===== config.mk =====
export PLATFORM = sky130hd
export DESIGN_NAME = ctim_top
export DESIGN_NICKNAME = d
export VERILOG_FILES = /design/src/design/ctim_pkg.sv /design/src/design/ctim_top.sv
export VERILOG_INCLUDE_DIRS = /design/src /design/src/design
export SDC_FILE = /design/constraint.sdc
export NUM_CORES = 1
export LEC_CHECK = 0
export BUFFER_PORTS_ARGS = -buffer_cell sky130_fd_sc_hd__buf_2
export CAP_MARGIN = 15
export CORE_MARGIN = 2
export CORE_UTILIZATION = 55
export CTS_BUF_LIST = sky130_fd_sc_hd__clkbuf_16
export CTS_CLUSTER_DIAMETER = 50
export DETAILED_ROUTE_END_ITERATION = 10
export PLACE_DENSITY_LB_ADDON = 0.12
export RECOVER_POWER = 100
export SKIP_LAST_GASP = 1
export SLEW_MARGIN = 20
export SYNTH_ARGS = -nofsm -noshare
export SYNTH_HDL_FRONTEND = slang
export SYNTH_SLANG_ARGS = --single-unit

===== constraint.sdc =====
create_clock -name aclk -period 4 [get_ports aclk]
set_input_delay 0.2 -clock aclk [delete_from_list [all_inputs] [get_ports aclk]]
set_output_delay 0.2 -clock aclk [all_outputs]
set_load 0.01 [all_outputs]

===== src/design/ctim_cfg.svh =====
/*
 * Offsets, field positions, reset values and divider masks of the capture timer.
 * Assumes a 32-bit AXI4-Lite register bus with byte addressing.
 */
`ifndef CTIM_CFG_SVH
`define CTIM_CFG_SVH

// ----------------------------------------------------------------------------
// Register byte addresses
// ----------------------------------------------------------------------------
`define CTIM_OFS_RELOAD   32'hFFFF_0380
`define CTIM_OFS_COUNT    32'hFFFF_0384
`define CTIM_OFS_CTRL     32'hFFFF_0388
`define CTIM_OFS_IRQCLR   32'hFFFF_038C
`define CTIM_OFS_CAPTURE  32'hFFFF_0390
`define CTIM_OFS_STATUS   32'hFFFF_0394
`define CTIM_OFS_MASK     32'hFFFF_0398

// ----------------------------------------------------------------------------
// Reset values and the control register write mask
// ----------------------------------------------------------------------------
`define CTIM_RST_RELOAD   16'h0000
`define CTIM_RST_COUNT    16'hFFFF
`define CTIM_RST_CTRL     32'h0000_0000
`define CTIM_RST_CAPTURE  16'h0000
`define CTIM_CTRL_WMASK   32'h0003_F3CF

// ----------------------------------------------------------------------------
// Prescaler codes and the matching terminal counts
// ----------------------------------------------------------------------------
`define CTIM_PRE_DIV1     4'h0
`define CTIM_PRE_DIV16    4'h4
`define CTIM_PRE_DIV256   4'h8
`define CTIM_PRE_DIV32K   4'hF
`define CTIM_PTC_DIV1     15'h0000
`define CTIM_PTC_DIV16    15'h000F
`define CTIM_PTC_DIV256   15'h00FF
`define CTIM_PTC_DIV32K   15'h7FFF

// ----------------------------------------------------------------------------
// Counter limits and status bit positions
// ----------------------------------------------------------------------------
`define CTIM_CNT_MAX      16'hFFFF
`define CTIM_CNT_MIN      16'h0000
`define CTIM_ST_TIMEOUT   0
`define CTIM_ST_CAPTURE   1

`endif


===== src/design/ctim_pkg.sv =====
/*
 * Types of the capture timer: control register layout and bus responses.
 * Assumes ctim_cfg.svh carries all numeric constants.
 */
package ctim_pkg;

	// ------------------------------------------------------------------------
	// Control register layout
	// ------------------------------------------------------------------------
	typedef struct packed {
		logic [13:0] rsvd_hi;
		logic        cap_en;
		logic [4:0]  evt_sel;
		logic [1:0]  rsvd_mid;
		logic        clk_sel;
		logic        count_up;
		logic        enable;
		logic        periodic;
		logic [1:0]  rsvd_lo;
		logic [3:0]  prescale;
	} ctim_ctrl_s;

	// ------------------------------------------------------------------------
	// Bus response codes
	// ------------------------------------------------------------------------
	typedef enum logic [1:0] {
		CTIM_RESP_OKAY   = 2'h0,
		CTIM_RESP_SLVERR = 2'h2
	} ctim_resp_e;

endpackage : ctim_pkg


===== src/design/ctim_top.sv =====
/*
 * 16-bit up/down timer with prescaler, periodic reload, event capture,
 * sticky interrupt status and an AXI4-Lite register slave.
 * Assumes event sources run on aclk and the low-power oscillator is asynchronous.
 */
// Decided for this implementation: the AXI4-Lite interface to the registers.
`timescale 1ns/1ns
`include "ctim_cfg.svh"

module ctim_top (
	// Clock and reset
	input  wire logic        aclk,
	input  wire logic        aresetn,
	// Write address channel
	input  wire logic [31:0] awaddr,
	input  wire logic [2:0]  awprot,
	input  wire logic        awvalid,
	output logic             awready,
	// Write data channel
	input  wire logic [31:0] wdata,
	input  wire logic [3:0]  wstrb,
	input  wire logic        wvalid,
	output logic             wready,
	// Write response channel
	output logic [1:0]       bresp,
	output logic             bvalid,
	input  wire logic        bready,
	// Read address channel
	input  wire logic [31:0] araddr,
	input  wire logic [2:0]  arprot,
	input  wire logic        arvalid,
	output logic             arready,
	// Read data channel
	output logic [31:0]      rdata,
	output logic [1:0]       rresp,
	output logic             rvalid,
	input  wire logic        rready,
	// Timer sources and events
	input  wire logic        lp_osc,
	input  wire logic [31:0] irq_sources,
	// Outputs to the system
	output logic             irq,
	output logic             serial_test_link
);

	// ------------------------------------------------------------------------
	// State
	// ------------------------------------------------------------------------
	ctim_pkg::ctim_ctrl_s ctrl_q;
	logic [15:0] reload_q;
	logic [15:0] count_q;
	logic [15:0] capture_q;
	logic [1:0]  status_q;
	logic [1:0]  mask_q;
	logic [14:0] pre_q;
	logic [2:0]  osc_sync_q;
	logic        osc_lvl_q;
	logic        evt_prev_q;
	logic        irq_q;
	logic        stl_q;
	logic        aw_held_q;
	logic        w_held_q;
	logic [31:0] aw_addr_q;
	logic [31:0] w_data_q;
	logic [3:0]  w_strb_q;
	logic        awready_q;
	logic        wready_q;
	logic        bvalid_q;
	logic [1:0]  bresp_q;
	logic        arready_q;
	logic        rvalid_q;
	logic [31:0] rdata_q;
	logic [1:0]  rresp_q;

	// ------------------------------------------------------------------------
	// Byte lane mask
	// ------------------------------------------------------------------------
	logic [31:0] lane_mask;
	genvar gi;
	generate
		for (gi = 0; gi < 4; gi = gi + 1)
		begin : g_lane
			assign lane_mask[gi*8 +: 8] = {8{w_strb_q[gi]}};
		end
	endgenerate

	// ------------------------------------------------------------------------
	// Write path decode
	// ------------------------------------------------------------------------
	// Commit once both halves are held; the bus may deliver them in either order
	wire aw_hs      = awvalid & awready_q;
	wire w_hs       = wvalid & wready_q;
	wire wr_go      = aw_held_q & w_held_q;
	wire wr_reload  = wr_go & (aw_addr_q == `CTIM_OFS_RELOAD);
	wire wr_ctrl    = wr_go & (aw_addr_q == `CTIM_OFS_CTRL);
	wire wr_irqclr  = wr_go & (aw_addr_q == `CTIM_OFS_IRQCLR);
	wire wr_status  = wr_go & (aw_addr_q == `CTIM_OFS_STATUS);
	wire wr_mask    = wr_go & (aw_addr_q == `CTIM_OFS_MASK);
	wire wr_ro      = (aw_addr_q == `CTIM_OFS_COUNT) | (aw_addr_q == `CTIM_OFS_CAPTURE);
	wire wr_hit     = wr_reload | wr_ctrl | wr_irqclr | wr_status | wr_mask;
	wire wr_bad     = wr_go & ~wr_hit & ~wr_ro;

	// Merged register values under byte enables
	wire [31:0] ctrl_mrg   = ((ctrl_q & ~lane_mask) | (w_data_q & lane_mask)) & `CTIM_CTRL_WMASK;
	wire [15:0] reload_mrg = (reload_q & ~lane_mask[15:0]) | (w_data_q[15:0] & lane_mask[15:0]);

	// Handshake next values; readies stay low while a response is pending
	wire aw_held_d = aw_held_q ? ~wr_go : aw_hs;
	wire w_held_d  = w_held_q ? ~wr_go : w_hs;
	wire bvalid_d  = wr_go | (bvalid_q & ~bready);
	wire awready_d = ~aw_held_d & ~bvalid_d;
	wire wready_d  = ~w_held_d & ~bvalid_d;

	// ------------------------------------------------------------------------
	// Read path decode
	// ------------------------------------------------------------------------
	wire ar_hs     = arvalid & arready_q;
	wire rvalid_d  = ar_hs | (rvalid_q & ~rready);
	wire arready_d = ~rvalid_d;
	wire rd_reload = (araddr == `CTIM_OFS_RELOAD);
	wire rd_count  = (araddr == `CTIM_OFS_COUNT);
	wire rd_ctrl   = (araddr == `CTIM_OFS_CTRL);
	wire rd_irqclr = (araddr == `CTIM_OFS_IRQCLR);
	wire rd_cap    = (araddr == `CTIM_OFS_CAPTURE);
	wire rd_status = (araddr == `CTIM_OFS_STATUS);
	wire rd_mask   = (araddr == `CTIM_OFS_MASK);
	wire rd_hit    = rd_reload | rd_count | rd_ctrl | rd_irqclr | rd_cap | rd_status | rd_mask;

	// Write-only clear register reads as zero
	wire [31:0] rd_mux =
		({32{rd_reload}} & {16'h0000, reload_q}) |
		({32{rd_count}}  & {16'h0000, count_q}) |
		({32{rd_ctrl}}   & ctrl_q) |
		({32{rd_cap}}    & {16'h0000, capture_q}) |
		({32{rd_status}} & {30'h0000_0000, status_q}) |
		({32{rd_mask}}   & {30'h0000_0000, mask_q});

	// ------------------------------------------------------------------------
	// Source clock selection and prescaler
	// ------------------------------------------------------------------------
	// Oscillator edge counts only once the second and third stages agree
	wire osc_agree = (osc_sync_q[1] == osc_sync_q[2]);
	wire osc_rise  = osc_agree & osc_sync_q[2] & ~osc_lvl_q;
	wire src_tick  = ctrl_q.clk_sel ? osc_rise : 1'b1;

	// Prescaler; undocumented codes fall back to divide by one
	wire [14:0] pre_tc =
		(ctrl_q.prescale == `CTIM_PRE_DIV16)  ? `CTIM_PTC_DIV16 :
		(ctrl_q.prescale == `CTIM_PRE_DIV256) ? `CTIM_PTC_DIV256 :
		(ctrl_q.prescale == `CTIM_PRE_DIV32K) ? `CTIM_PTC_DIV32K :
		`CTIM_PTC_DIV1;
	// Compare with >= so a shrinking divider cannot strand the count
	wire pre_done = (pre_q >= pre_tc);
	wire tick     = ctrl_q.enable & src_tick & pre_done;

	// ------------------------------------------------------------------------
	// Counter step
	// ------------------------------------------------------------------------
	wire at_term  = ctrl_q.count_up ? (count_q == `CTIM_CNT_MAX)
	                                : (count_q == `CTIM_CNT_MIN);
	wire timeout  = tick & at_term;
	wire [15:0] cnt_step = ctrl_q.count_up ? (count_q + 16'h0001)
	                                       : (count_q - 16'h0001);
	// Free-running wraps naturally through the step arithmetic
	wire [15:0] cnt_next = (timeout & ctrl_q.periodic) ? reload_q : cnt_step;

	// Event capture on a rising edge of the selected source
	wire evt_now  = irq_sources[ctrl_q.evt_sel];
	wire evt_rise = ctrl_q.cap_en & evt_now & ~evt_prev_q;

	// ------------------------------------------------------------------------
	// Interrupt status
	// ------------------------------------------------------------------------
	// Set wins over clear so an event in the clearing cycle survives
	wire [1:0] st_set = {evt_rise, timeout};
	wire [1:0] st_clr = ({2{wr_irqclr}}) |
	                    ({2{wr_status & w_strb_q[0]}} & w_data_q[1:0]);
	wire [1:0] status_d = st_set | (status_q & ~st_clr);

	// ------------------------------------------------------------------------
	// Oscillator synchroniser, prescaler and main counter
	// ------------------------------------------------------------------------
	always_ff @(posedge aclk)
	begin
		if (!aresetn)
		begin
			osc_sync_q <= 3'h0;
			osc_lvl_q  <= 1'b0;
		end
		else
		begin
			osc_sync_q <= {osc_sync_q[1:0], lp_osc};
			if (osc_agree)
				osc_lvl_q <= osc_sync_q[2];
		end
	end

	// Held at zero while disabled so each start is a full period
	always_ff @(posedge aclk)
	begin
		if (!aresetn)
			pre_q <= 15'h0000;
		else if (!ctrl_q.enable)
			pre_q <= 15'h0000;
		else if (src_tick)
			pre_q <= pre_done ? 15'h0000 : pre_q + 15'h0001;
	end

	// A load register write also loads the counter and wins over a tick
	always_ff @(posedge aclk)
	begin
		if (!aresetn)
			count_q <= `CTIM_RST_COUNT;
		else if (wr_reload)
			count_q <= reload_mrg;
		else if (tick)
			count_q <= cnt_next;
	end

	// Capture register and event edge
	always_ff @(posedge aclk)
	begin
		if (!aresetn)
		begin
			capture_q  <= `CTIM_RST_CAPTURE;
			evt_prev_q <= 1'b0;
		end
		else
		begin
			evt_prev_q <= evt_now;
			if (evt_rise)
				capture_q <= count_q;
		end
	end

	// ------------------------------------------------------------------------
	// Software registers, status and outputs
	// ------------------------------------------------------------------------
	always_ff @(posedge aclk)
	begin
		if (!aresetn)
		begin
			ctrl_q   <= `CTIM_RST_CTRL;
			reload_q <= `CTIM_RST_RELOAD;
			mask_q   <= 2'h0;
		end
		else
		begin
			if (wr_ctrl)
				ctrl_q <= ctrl_mrg;
			if (wr_reload)
				reload_q <= reload_mrg;
			if (wr_mask & w_strb_q[0])
				mask_q <= w_data_q[1:0];
		end
	end

	// Link strobe is one cycle per timeout, the time base of that peripheral
	always_ff @(posedge aclk)
	begin
		if (!aresetn)
		begin
			status_q <= 2'h0;
			irq_q    <= 1'b0;
			stl_q    <= 1'b0;
		end
		else
		begin
			status_q <= status_d;
			irq_q    <= |(status_d & mask_q);
			stl_q    <= timeout;
		end
	end

	// ------------------------------------------------------------------------
	// Write channel holding
	// ------------------------------------------------------------------------
	always_ff @(posedge aclk)
	begin
		if (!aresetn)
		begin
			aw_held_q <= 1'b0;
			w_held_q  <= 1'b0;
			aw_addr_q <= 32'h0000_0000;
			w_data_q  <= 32'h0000_0000;
			w_strb_q  <= 4'h0;
		end
		else
		begin
			aw_held_q <= aw_held_d;
			w_held_q  <= w_held_d;
			if (aw_hs)
				aw_addr_q <= awaddr;
			if (w_hs)
			begin
				w_data_q <= wdata;
				w_strb_q <= wstrb;
			end
		end
	end

	// Write handshake and response
	always_ff @(posedge aclk)
	begin
		if (!aresetn)
		begin
			awready_q <= 1'b0;
			wready_q  <= 1'b0;
			bvalid_q  <= 1'b0;
			bresp_q   <= ctim_pkg::CTIM_RESP_OKAY;
		end
		else
		begin
			awready_q <= awready_d;
			wready_q  <= wready_d;
			bvalid_q  <= bvalid_d;
			if (wr_go)
				bresp_q <= wr_bad ? ctim_pkg::CTIM_RESP_SLVERR : ctim_pkg::CTIM_RESP_OKAY;
		end
	end

	// ------------------------------------------------------------------------
	// Read handshake and data
	// ------------------------------------------------------------------------
	always_ff @(posedge aclk)
	begin
		if (!aresetn)
		begin
			arready_q <= 1'b0;
			rvalid_q  <= 1'b0;
			rdata_q   <= 32'h0000_0000;
			rresp_q   <= ctim_pkg::CTIM_RESP_OKAY;
		end
		else
		begin
			arready_q <= arready_d;
			rvalid_q  <= rvalid_d;
			if (ar_hs)
			begin
				rdata_q <= rd_mux;
				rresp_q <= rd_hit ? ctim_pkg::CTIM_RESP_OKAY : ctim_pkg::CTIM_RESP_SLVERR;
			end
		end
	end

	// Port drive straight from the registers
	assign awready          = awready_q;
	assign wready           = wready_q;
	assign bvalid           = bvalid_q;
	assign bresp            = bresp_q;
	assign arready          = arready_q;
	assign rvalid           = rvalid_q;
	assign rdata            = rdata_q;
	assign rresp            = rresp_q;
	assign irq              = irq_q;
	assign serial_test_link = stl_q;

endmodule : ctim_top


### After elaboration in Yosys (flattened, before gate mapping)

Cells that the tools add are included.

| storage, ports and cells | value |
|---|---|
| flip-flop bits (word level) | 184 |
| logic and storage cells | 149 |

| operators by class | value |
|---|---|
| add/sub/neg operators | 3 |
| order comparisons | 2 |
| equality and inequality tests | 19 |
| mux-type cells | 16 |
| bitwise gates (word level) | 74 |
| reductions and logical operators | 4 |

Operators with widths:

| kind | count |
|---|---|
| $eq A32 B32 Y1 const B | 14 |
| $or A32 B32 Y32 | 5 |
| $and A32 B16 Y32 | 3 |
| $and A32 B2 Y32 | 2 |
| $mux W16 | 4 |
| $mux W15 | 4 |
| $and A18 B18 Y18 | 2 |
| $and A16 B16 Y16 | 2 |
| $and A32 B18 Y32 | 1 |
| $and A1 B1 Y1 | 25 |
| $not A18 Y18 | 1 |
| $or A18 B18 Y18 | 1 |
| $add A16 B1 Y16 const B | 1 |
| $eq A16 B16 Y1 const B | 1 |
| $logic_not A16 Y1 | 1 |
| $not A16 Y16 | 1 |
| $or A16 B16 Y16 | 1 |
| $sub A16 B1 Y16 const B | 1 |
| $add A15 B1 Y15 const B | 1 |
| $ge A15 B15 Y1 | 1 |
| $or A1 B1 Y1 | 13 |
| $not A1 Y1 | 11 |
| $eq A4 B4 Y1 const B | 2 |
| $and A2 B2 Y2 | 3 |
| other kinds (11) | 17 |

### Depth between registers and ports, before layout

Gate-level depths: netlist of run 1.

| logic depth | value |
|---|---|
| depth after elaboration | 11 |
| depth in mapped cells | 15 |

### Worst setup path after synthesis of run 1

OpenSTA, ideal clock, no wires.

| path | value |
|---|---|
| path kind | reg-to-reg |
| start | register with a tool-made name |
| end | register count_q[14] |
| setup time | 87 ps |
| arrival | 2768 ps |
| required time | 3913 ps |
| setup slack | 1145 ps |
| stages on the path, launching flop included | 11 |
| path buffers | 0 |
| period minus slack after synthesis | 2855 ps |
| cell sequence | dfxtp_1 > inv_1 > fa_1 > a211o_1 > o211ai_1 > a21oi_1 > a41o_1 > o41ai_1 > nor4bb_1 > nor4_1 > o31ai_1 |

RTL lines:

| item | line | text |
|---|---|---|
| end signal: assignment | ctim_top.sv:213 | `` count_q <= `CTIM_RST_COUNT; `` |
| end signal: assignment | ctim_top.sv:215 | `count_q <= reload_mrg;` |
| end signal: assignment | ctim_top.sv:217 | `count_q <= cnt_next;` |
| end: declaration | ctim_top.sv:51 | `logic [15:0] count_q;` |

==> results of run 1 <==
## power groups by stage
stage	sequential [mW]	clock [mW]	combinational, mW
after global routing	1.75	1.82	0.255
after global placement	1.78	0	0.214
after CTS	1.75	1.74	0.232
after floorplan	1.78	0	0.133
after detailed placement	1.79	0	0.217
final	1.75	1.71	0.228
## cells in the final DEF (no fill, tap or decap), types with 7 or more instances in the layout
cell / netlist / layout
dlygate4sd3_1: 0 / 18
xnor2_1: 18 / 18
nor2_1: 91 / 91
a21oi_1: 121 / 121
dfxtp_1: 168 / 168
a221oi_1: 13 / 13
nor3_1: 15 / 15
conb_1: 1 / 16
and3_1: 7 / 7
o21ai_0: 44 / 46
xor2_1: 8 / 8
nand4_1: 13 / 13
o31ai_1: 8 / 8
nand3_1: 34 / 34
inv_1: 10 / 9
clkbuf_16: 0 / 17
mux4_2: 10 / 10
nor4_1: 10 / 11
nand2_1: 189 / 189
buf_2: 2 / 123
mux2i_1: 44 / 44
a22o_1: 13 / 13
clkbuf_1: 42 / 32
ha_1: 31 / 31
## worst min-delay path by stage
| stage | startpoint | end | slack [ns] | cells after the start |
|---|---|---|---|---|
| 3_3_place_gp | lp_osc | osc_sync_q[0] | 0.41 | 2 |
| 3_5_place_dp | lp_osc | osc_sync_q[0] | 0.42 | 2 |
| 6_report | awaddr[7] | aw_addr_q[7] | 0.01 | 3 |
| 4_1_cts | awaddr[26] | aw_addr_q[26] | 0.0003 | 3 |
| 5_1_grt | awaddr[28] | aw_addr_q[28] | 0.007 | 3 |
| 2_1_floorplan | lp_osc | osc_sync_q[0] | 0.33 | 1 |
## Yosys cell counts, types with 5 or more instances
cell type  number
or3_1           5
and3_1          7
buf_1           5
and2_1          8
dfxtp_1       168
mux2_2          6
clkbuf_1       42
a221oi_1       13
ha_1           31
xnor2_1        18
nor4_1         10
a22o_1         13
nand2b_1        5
o21ai_0        44
xor2_1          8
nand3_1        34
mux2i_1        44
nor3_1         15
a21oi_1       121
a31oi_1         5
nor2b_1         6
o31ai_1         8
mux4_2         10
inv_1          10
nand4_1        13
nor2_1         91
nand2_1       189
buf_4          20
## through the flow
| step | worst slack, ns | std cells | util, % | hold WS [ns] |
|---|---|---|---|---|
| 2_1_floorplan | 1.14 | 1021 | - | 0.327 |
| 3_3_place_gp | 0.726 | 1296 | 62.1 | 0.410 |
| 3_5_place_dp | 0.675 | 1296 | 62.1 | 0.423 |
| 4_1_cts | 0.667 | 1346 | 67.6 | 0.000253 |
| 5_1_grt | 0.331 | 1346 | 67.2 | 0.00650 |
| 6_report | 0.569 | 1346 | 67.2 | 0.0112 |
## cells by family (layout without fill, tap and decap cells)
logic type / after synthesis / count (layout)
AO/OA/AOI/OAI: 232 / 232
XOR/XNOR: 26 / 26
adder cells (fa/ha/maj): 32 / 32
buffers and inverters: 80 / 221
flip-flops: 168 / 168
multiplexers: 60 / 60
other: 1 / 16
AND/OR/NAND/NOR: 407 / 407
## critical path, delay by kind of cell
family / cells / cell delay [ns]
buf+inv: 4 / 2.92
simple gates: 1 / 0.23
compound gates: 1 / 0.31
## routing by layer
metal  global-route usage [%]  part of all wire [%]  vias up
met2                     39.7                    44      289
li1                         -                     -     3830
met4                     8.99                   2.2        0
met3                     5.19                   7.2       35
met5                        0                     0        -
met1                     36.9                    47     3543
## final cells by class
| cell class | instances | area [um^2] |
|---|---|---|
| fillers | 1294 | 4800 |
| multi-input cells | 773 | 4630 |
| flip-flops and latches | 168 | 3360 |
| repair buffers | 179 | 961 |
| clock buffers | 17 | 425 |
| well taps | 184 | 230 |
| clock inverters | 15 | 191 |
| inverters | 10 | 38.8 |
## sequential cells by signal, indices dropped and copies added, names as in the netlist, 2 cells and up, named ones only
| signal | count |
|---|---|
| pre_q | 15 |
| w_strb_q | 3 |
| rdata | 18 |
| w_data_q | 18 |
| capture_q | 16 |
| status_q | 2 |
| mask_q | 2 |
| count_q | 16 |
| reload_q | 16 |
| osc_sync_q | 3 |
| aw_addr_q | 32 |
## what timing repair did
action	4_1_cts	5_1_grt
hold buffers	18	0
hold endpoints to repair	18	0
endpoints found under the setup margin	0	0
setup buffers	0	0
==> flow_summary_export.csv, run 1 <==
group,metric,value,unit
floorplanning,initial_utilization,56.9,%
routing,first_iter_violations,558,
clock_network,cts-buffers-inserted,17,
grt,antenna_found_initial,0,
placement,dpl-instance-area,9100,um^2
setup_path,cp_slowest_cell,"clkbuf_1",
synth,postSynthAreaPerCell,8.28,um^2
synth,synth_top_area_share,40.4,%
timing,fin_tns_setup,0,ns
timing,rsz0062_at_grt,"false",
synth,yosys.area_share.xor_xnor,2.74,%
routing,vias,7697,
clock_network,clkLatencyLatePin,0.43,ns
clock_network,clockRootBuffer,"clkbuf_16",
setup_path,start_kind,"primary input",
timing,drv_slew,105,
timing,skew,0.00667,ns
final_layout,layout-drive-gt1-share,15.7,%
clock_network,cts_tree,"yes",
synth,syn_inst,1006,
synth,synth_area_leader_cell,"dfxtp_1",
final_layout,syn_to_final_growth,18.2,%
floorplanning,core_area,14600,um^2
placement,numPortBuffers,151,
outcome,status,"complete, but fails checks",
grt,grt_pass1_vias,6866,
final_layout,nets,1327,
setup_path,crit_type,"primary input to flop",
setup_path,r2r_cells,11,
timing,timing.final.hold_violations,0,
grt,grt.overflow.total,0,
power,powerDensity,375,nW/um^2
power,seq_power_share,47.4,%
power,power.switching,0.870,mW
setup_path,path_max_fanout,70,
synth,synth-adder-area-share,4.90,%
placement,dpl.hpwl,15200,um
setup_path,endpoint,"irq",
synth,synth_top_family_by_area,"simple AND/OR/NAND/NOR gates",
power,p_leak,3.78,nW
floorplanning,ios,189,
setup_path,cp-startpoint,"aresetn",
setup_path,ff2ff_setup_slack,0.61,ns
setup_path,cp.arrival,3.75,ns
worst_hold_path,hp-class,"primary input to flop",
placement,place.gp.congestion,0.859,
routing,drt-total-wl,21100,um
setup_path,worstPathCellList,"clkbuf_1 -> clkinvlp_2 -> buf_4 -> clkbuf_1 -> nor2_1 -> a22o_1",
clock_network,cts_sinks,168,
routing,post_drt_wl_per_cell,15.7,um
synth,synth_area,8330,um^2
grt,grt_start_max_net_pins,71,
setup_path,required,4.32,ns
synth,synth_compound_area_share,16.4,%
clock_network,cts.clk_slew.worst_paths,0.07,ns
power,clock_power_share,46.4,%
setup_path,r2r-end,"count_q[5]",
synth,synth_edf_count,0,
job,maxCapViolations,2,
setup_path,cp_slowest_stage_delay,2.27,ns
power,vdd_drop_max,0.323,mV
floorplanning,std_cell_rows,44,
power,power.internal,2.82,mW
clock_network,cts_resized,0,
timing,fin_crit,3.43,ns
grt,grt_use_total,26.0,%
synth,synth_area_leaders,"dfxtp_1 (40%), nand2_1 (8.5%), a21oi_1 (7.3%)",
floorplanning,die-height,127,um
clock_network,cts.htree.levels,4,
routing,drc,0,
timing,clock.fmax,291,MHz
grt,grt_pass1_wl,33800,um
final_layout,diodes,0,
power,p_total,3.69,mW
power,swShare,23.6,%
synth,ys_warn_count,0,
final_layout,fin_area,9840,um^2
routing,vias_per_cell,5.72,
synth,yosys.area_share.simple,22.1,%
setup_path,endpoint_kind,"flop",
timing,setup_viol,0,
timing,worst_slew_pin_slew,3.15,ns
clock_network,ctsLongestPathBuffers,2,
setup_path,path_common_cell,"clkbuf_1",
synth,yosys_register_bits,168,
floorplanning,die_w,127,um
timing,relSlewSlack,-110,%
timing,fin_crit_sh,85.8,%
routing,dr.pass1.iters,5,
synth,synthDistinctLibCells,57,
outcome,violations,"capacitance limit, slew limit",
floorplanning,dieArea,16100,um^2
synth,ys_seq_area_share,40.4,%
synth,muxShareOfSynthArea,8.81,%
routing,ant_nets,0,
power,comb_power_share,6.2,%
synth,synth-async-reset-ratio,0,%
synth,synth_ff_type,"dfxtp_1",
(Power assumes the default switching activity.)
==> inputs of run 2 (changes only) <==
--- a/config.mk
+++ b/config.mk
@@ -13,6 +13,7 @@
 export CTS_BUF_LIST = sky130_fd_sc_hd__clkbuf_16
 export CTS_CLUSTER_DIAMETER = 50
 export DETAILED_ROUTE_END_ITERATION = 10
+export GPL_TIMING_DRIVEN = 0
 export PLACE_DENSITY_LB_ADDON = 0.12
 export RECOVER_POWER = 100
 export SKIP_LAST_GASP = 1
==> flow_summary_export.csv, run 2 (same netlist as run 1, synthesis figures left out) <==
group,metric,value,unit
outcome,status,"complete, but fails checks",
outcome,violations,"capacitance limit, slew limit",
timing,relSlewSlack,-3.80,%
setup_path,cp_slowest_cell,"dfxtp_1",
clock_network,ctsLongestPathBuffers,2,
routing,met2WireLength,9870,um
routing,post_drt_wl_per_cell,16.1,um
final_layout,fin_util,67.8,%
final_layout,diodes,0,
timing,setup_viol,0,
setup_path,critPathTopFamily,"compound AO/OA/AOI/OAI gates",
timing,worst_slew_pin_slew,1.54,ns
grt,grt_use_total,28.0,%
clock_network,cts_hold_buf,7,
final_layout,multi_input_area,4620,um^2
setup_path,path_depth,12,
placement,dpl.hpwl,16900,um
final_layout,layout_commonest_cell,"nand2_1",
routing,ant_nets,0,
routing,vias,7979,
routing,met3_length,1830,um
routing,dr.pass1.iters,5,
floorplanning,core_area,14600,um^2
setup_path,cp.arrival,3.99,ns
routing,highest_layer,"met4",
grt,antenna_found_initial,0,
worst_hold_path,hold_depth,3,
grt,grt_pass1_wl,36300,um
routing,drc,0,
clock_network,cts_tree,"yes",
power,p_leak,3.84,nW
timing,drv_slew,11,
final_layout,nets,1377,
clock_network,cts.htree.levels,4,
final_layout,max_flop_register,"aw_addr_q",
clock_network,clockRootBuffer,"clkbuf_16",
timing,fin_crit_sh,91.0,%
final_layout,largest_register_ffs,32,
routing,vias_per_cell,5.72,
timing,fin_hold_ws,0.00381,ns
clock_network,clkLatencyLatePin,0.43,ns
setup_path,path_common_cell,"nand2_1",
power,powerDensity,355,nW/um^2
final_layout,regArea,3360,um^2
final_layout,fill_cells,1340,
placement,place.gp.congestion,0.908,
timing,fin_tns_setup,0,ns
final_layout,layout_common_cells,"nand2_1 (189), dfxtp_1 (168), buf_2 (125)",
grt,grt.overflow.total,0,
setup_path,crit_type,"flop to flop",
floorplanning,initial_utilization,56.9,%
setup_path,start_kind,"flop",
clock_network,cts_resized,0,
clock_network,cts.clk_slew.worst_paths,0.06,ns
job,maxCapViolations,1,
setup_path,critPathBufInv,2,
timing,clock.fmax,275,MHz
routing,wl_met1,10200,um
setup_path,required,4.35,ns
clock_network,cts_sinks,168,
grt,grt_start_max_net_pins,17,
setup_path,cp_slowest_stage_delay,0.46,ns
floorplanning,die_w,127,um
floorplanning,std_cell_rows,44,
timing,timing.final.hold_violations,0,
placement,numPortBuffers,151,
timing,skew,0.00924,ns
final_layout,syn_to_final_growth,19.3,%
timing,rsz0062_at_grt,"false",
setup_path,path_max_fanout,10,
floorplanning,ios,189,
grt,grt_pass1_vias,7361,
floorplanning,die-height,127,um
timing,fin_crit,3.64,ns
clock_network,post_cts_buffers,0,
setup_path,endpoint_kind,"flop",
worst_hold_path,hp-class,"primary input to flop",
routing,drt-total-wl,22400,um
setup_path,r2r_cells,12,
power,vdd_drop_max,0.244,mV
setup_path,worstPathCellList,"nand4_1 -> ha_1 -> a211oi_1 -> a221oi_1 -> or3b_1 -> o21ai_1 -> buf_4 -> nand2_1 -> nand2_1 -> clkbuf_2 -> o221ai_1 -> o21ai_0",
routing,first_iter_violations,604,
floorplanning,dieArea,16100,um^2
final_layout,layout-drive-gt1-share,15.6,%
clock_network,cts-buffers-inserted,17,
## run 2: area by class of cell
type                            count  area share (%)
Multi-Input combinational cell    773            46.6
Inverter                           10           0.378
Clock inverter                     15            1.16
Tap cell                          184            2.32
Clock buffer                       17            4.28
Sequential cell                   168            33.9
Timing Repair Buffer              159            8.07
Buffer                             70            3.36
## run 2: worst min-delay path: stages
cell and delay, ns:
buf_2 0.09, nand2_1 0.04, a21oi_1 0.05
## run 2: path summary, 6_finish.rpt
kind	startpoint	end	slack, ns
worst max-delay path	flop	count_q[6]	0.36
worst min-delay path	awaddr[13]	aw_addr_q[13]	0.004
worst max register to register	flop	count_q[6]	0.36
worst min register to register	osc_sync_q[0]	osc_sync_q[1]	0.45
## run 2: power breakdown
group	internal [mW]	leakage [nW]	switching, mW
clock network	0.846	0.270	0.677
registers	1.71	1.36	0.0308
logic	0.114	2.21	0.139
total	2.67	3.84	0.846
## run 2: metal layers
metal  track usage (%)  up-vias
li1                  -     3932
met2              44.6      318
met3              5.53       41
met1              38.7     3688
met4              8.92        0
met5                 0        -
## run 2: per-stage QoR
step / cell area, um^2 / worst slack, ns / power (mW) / cells
6_report: 9930 / 0.362 / 3.52 / 1396
4_1_cts: 9980 / 0.413 / 3.53 / 1395
2_1_floorplan: 8380 / 1.14 / 1.91 / 1021
3_5_place_dp: 9370 / 0.431 / 2.03 / 1356
5_1_grt: 9930 / 0.0555 / 3.64 / 1396
3_3_place_gp: 9370 / 0.502 / 2.02 / 1356
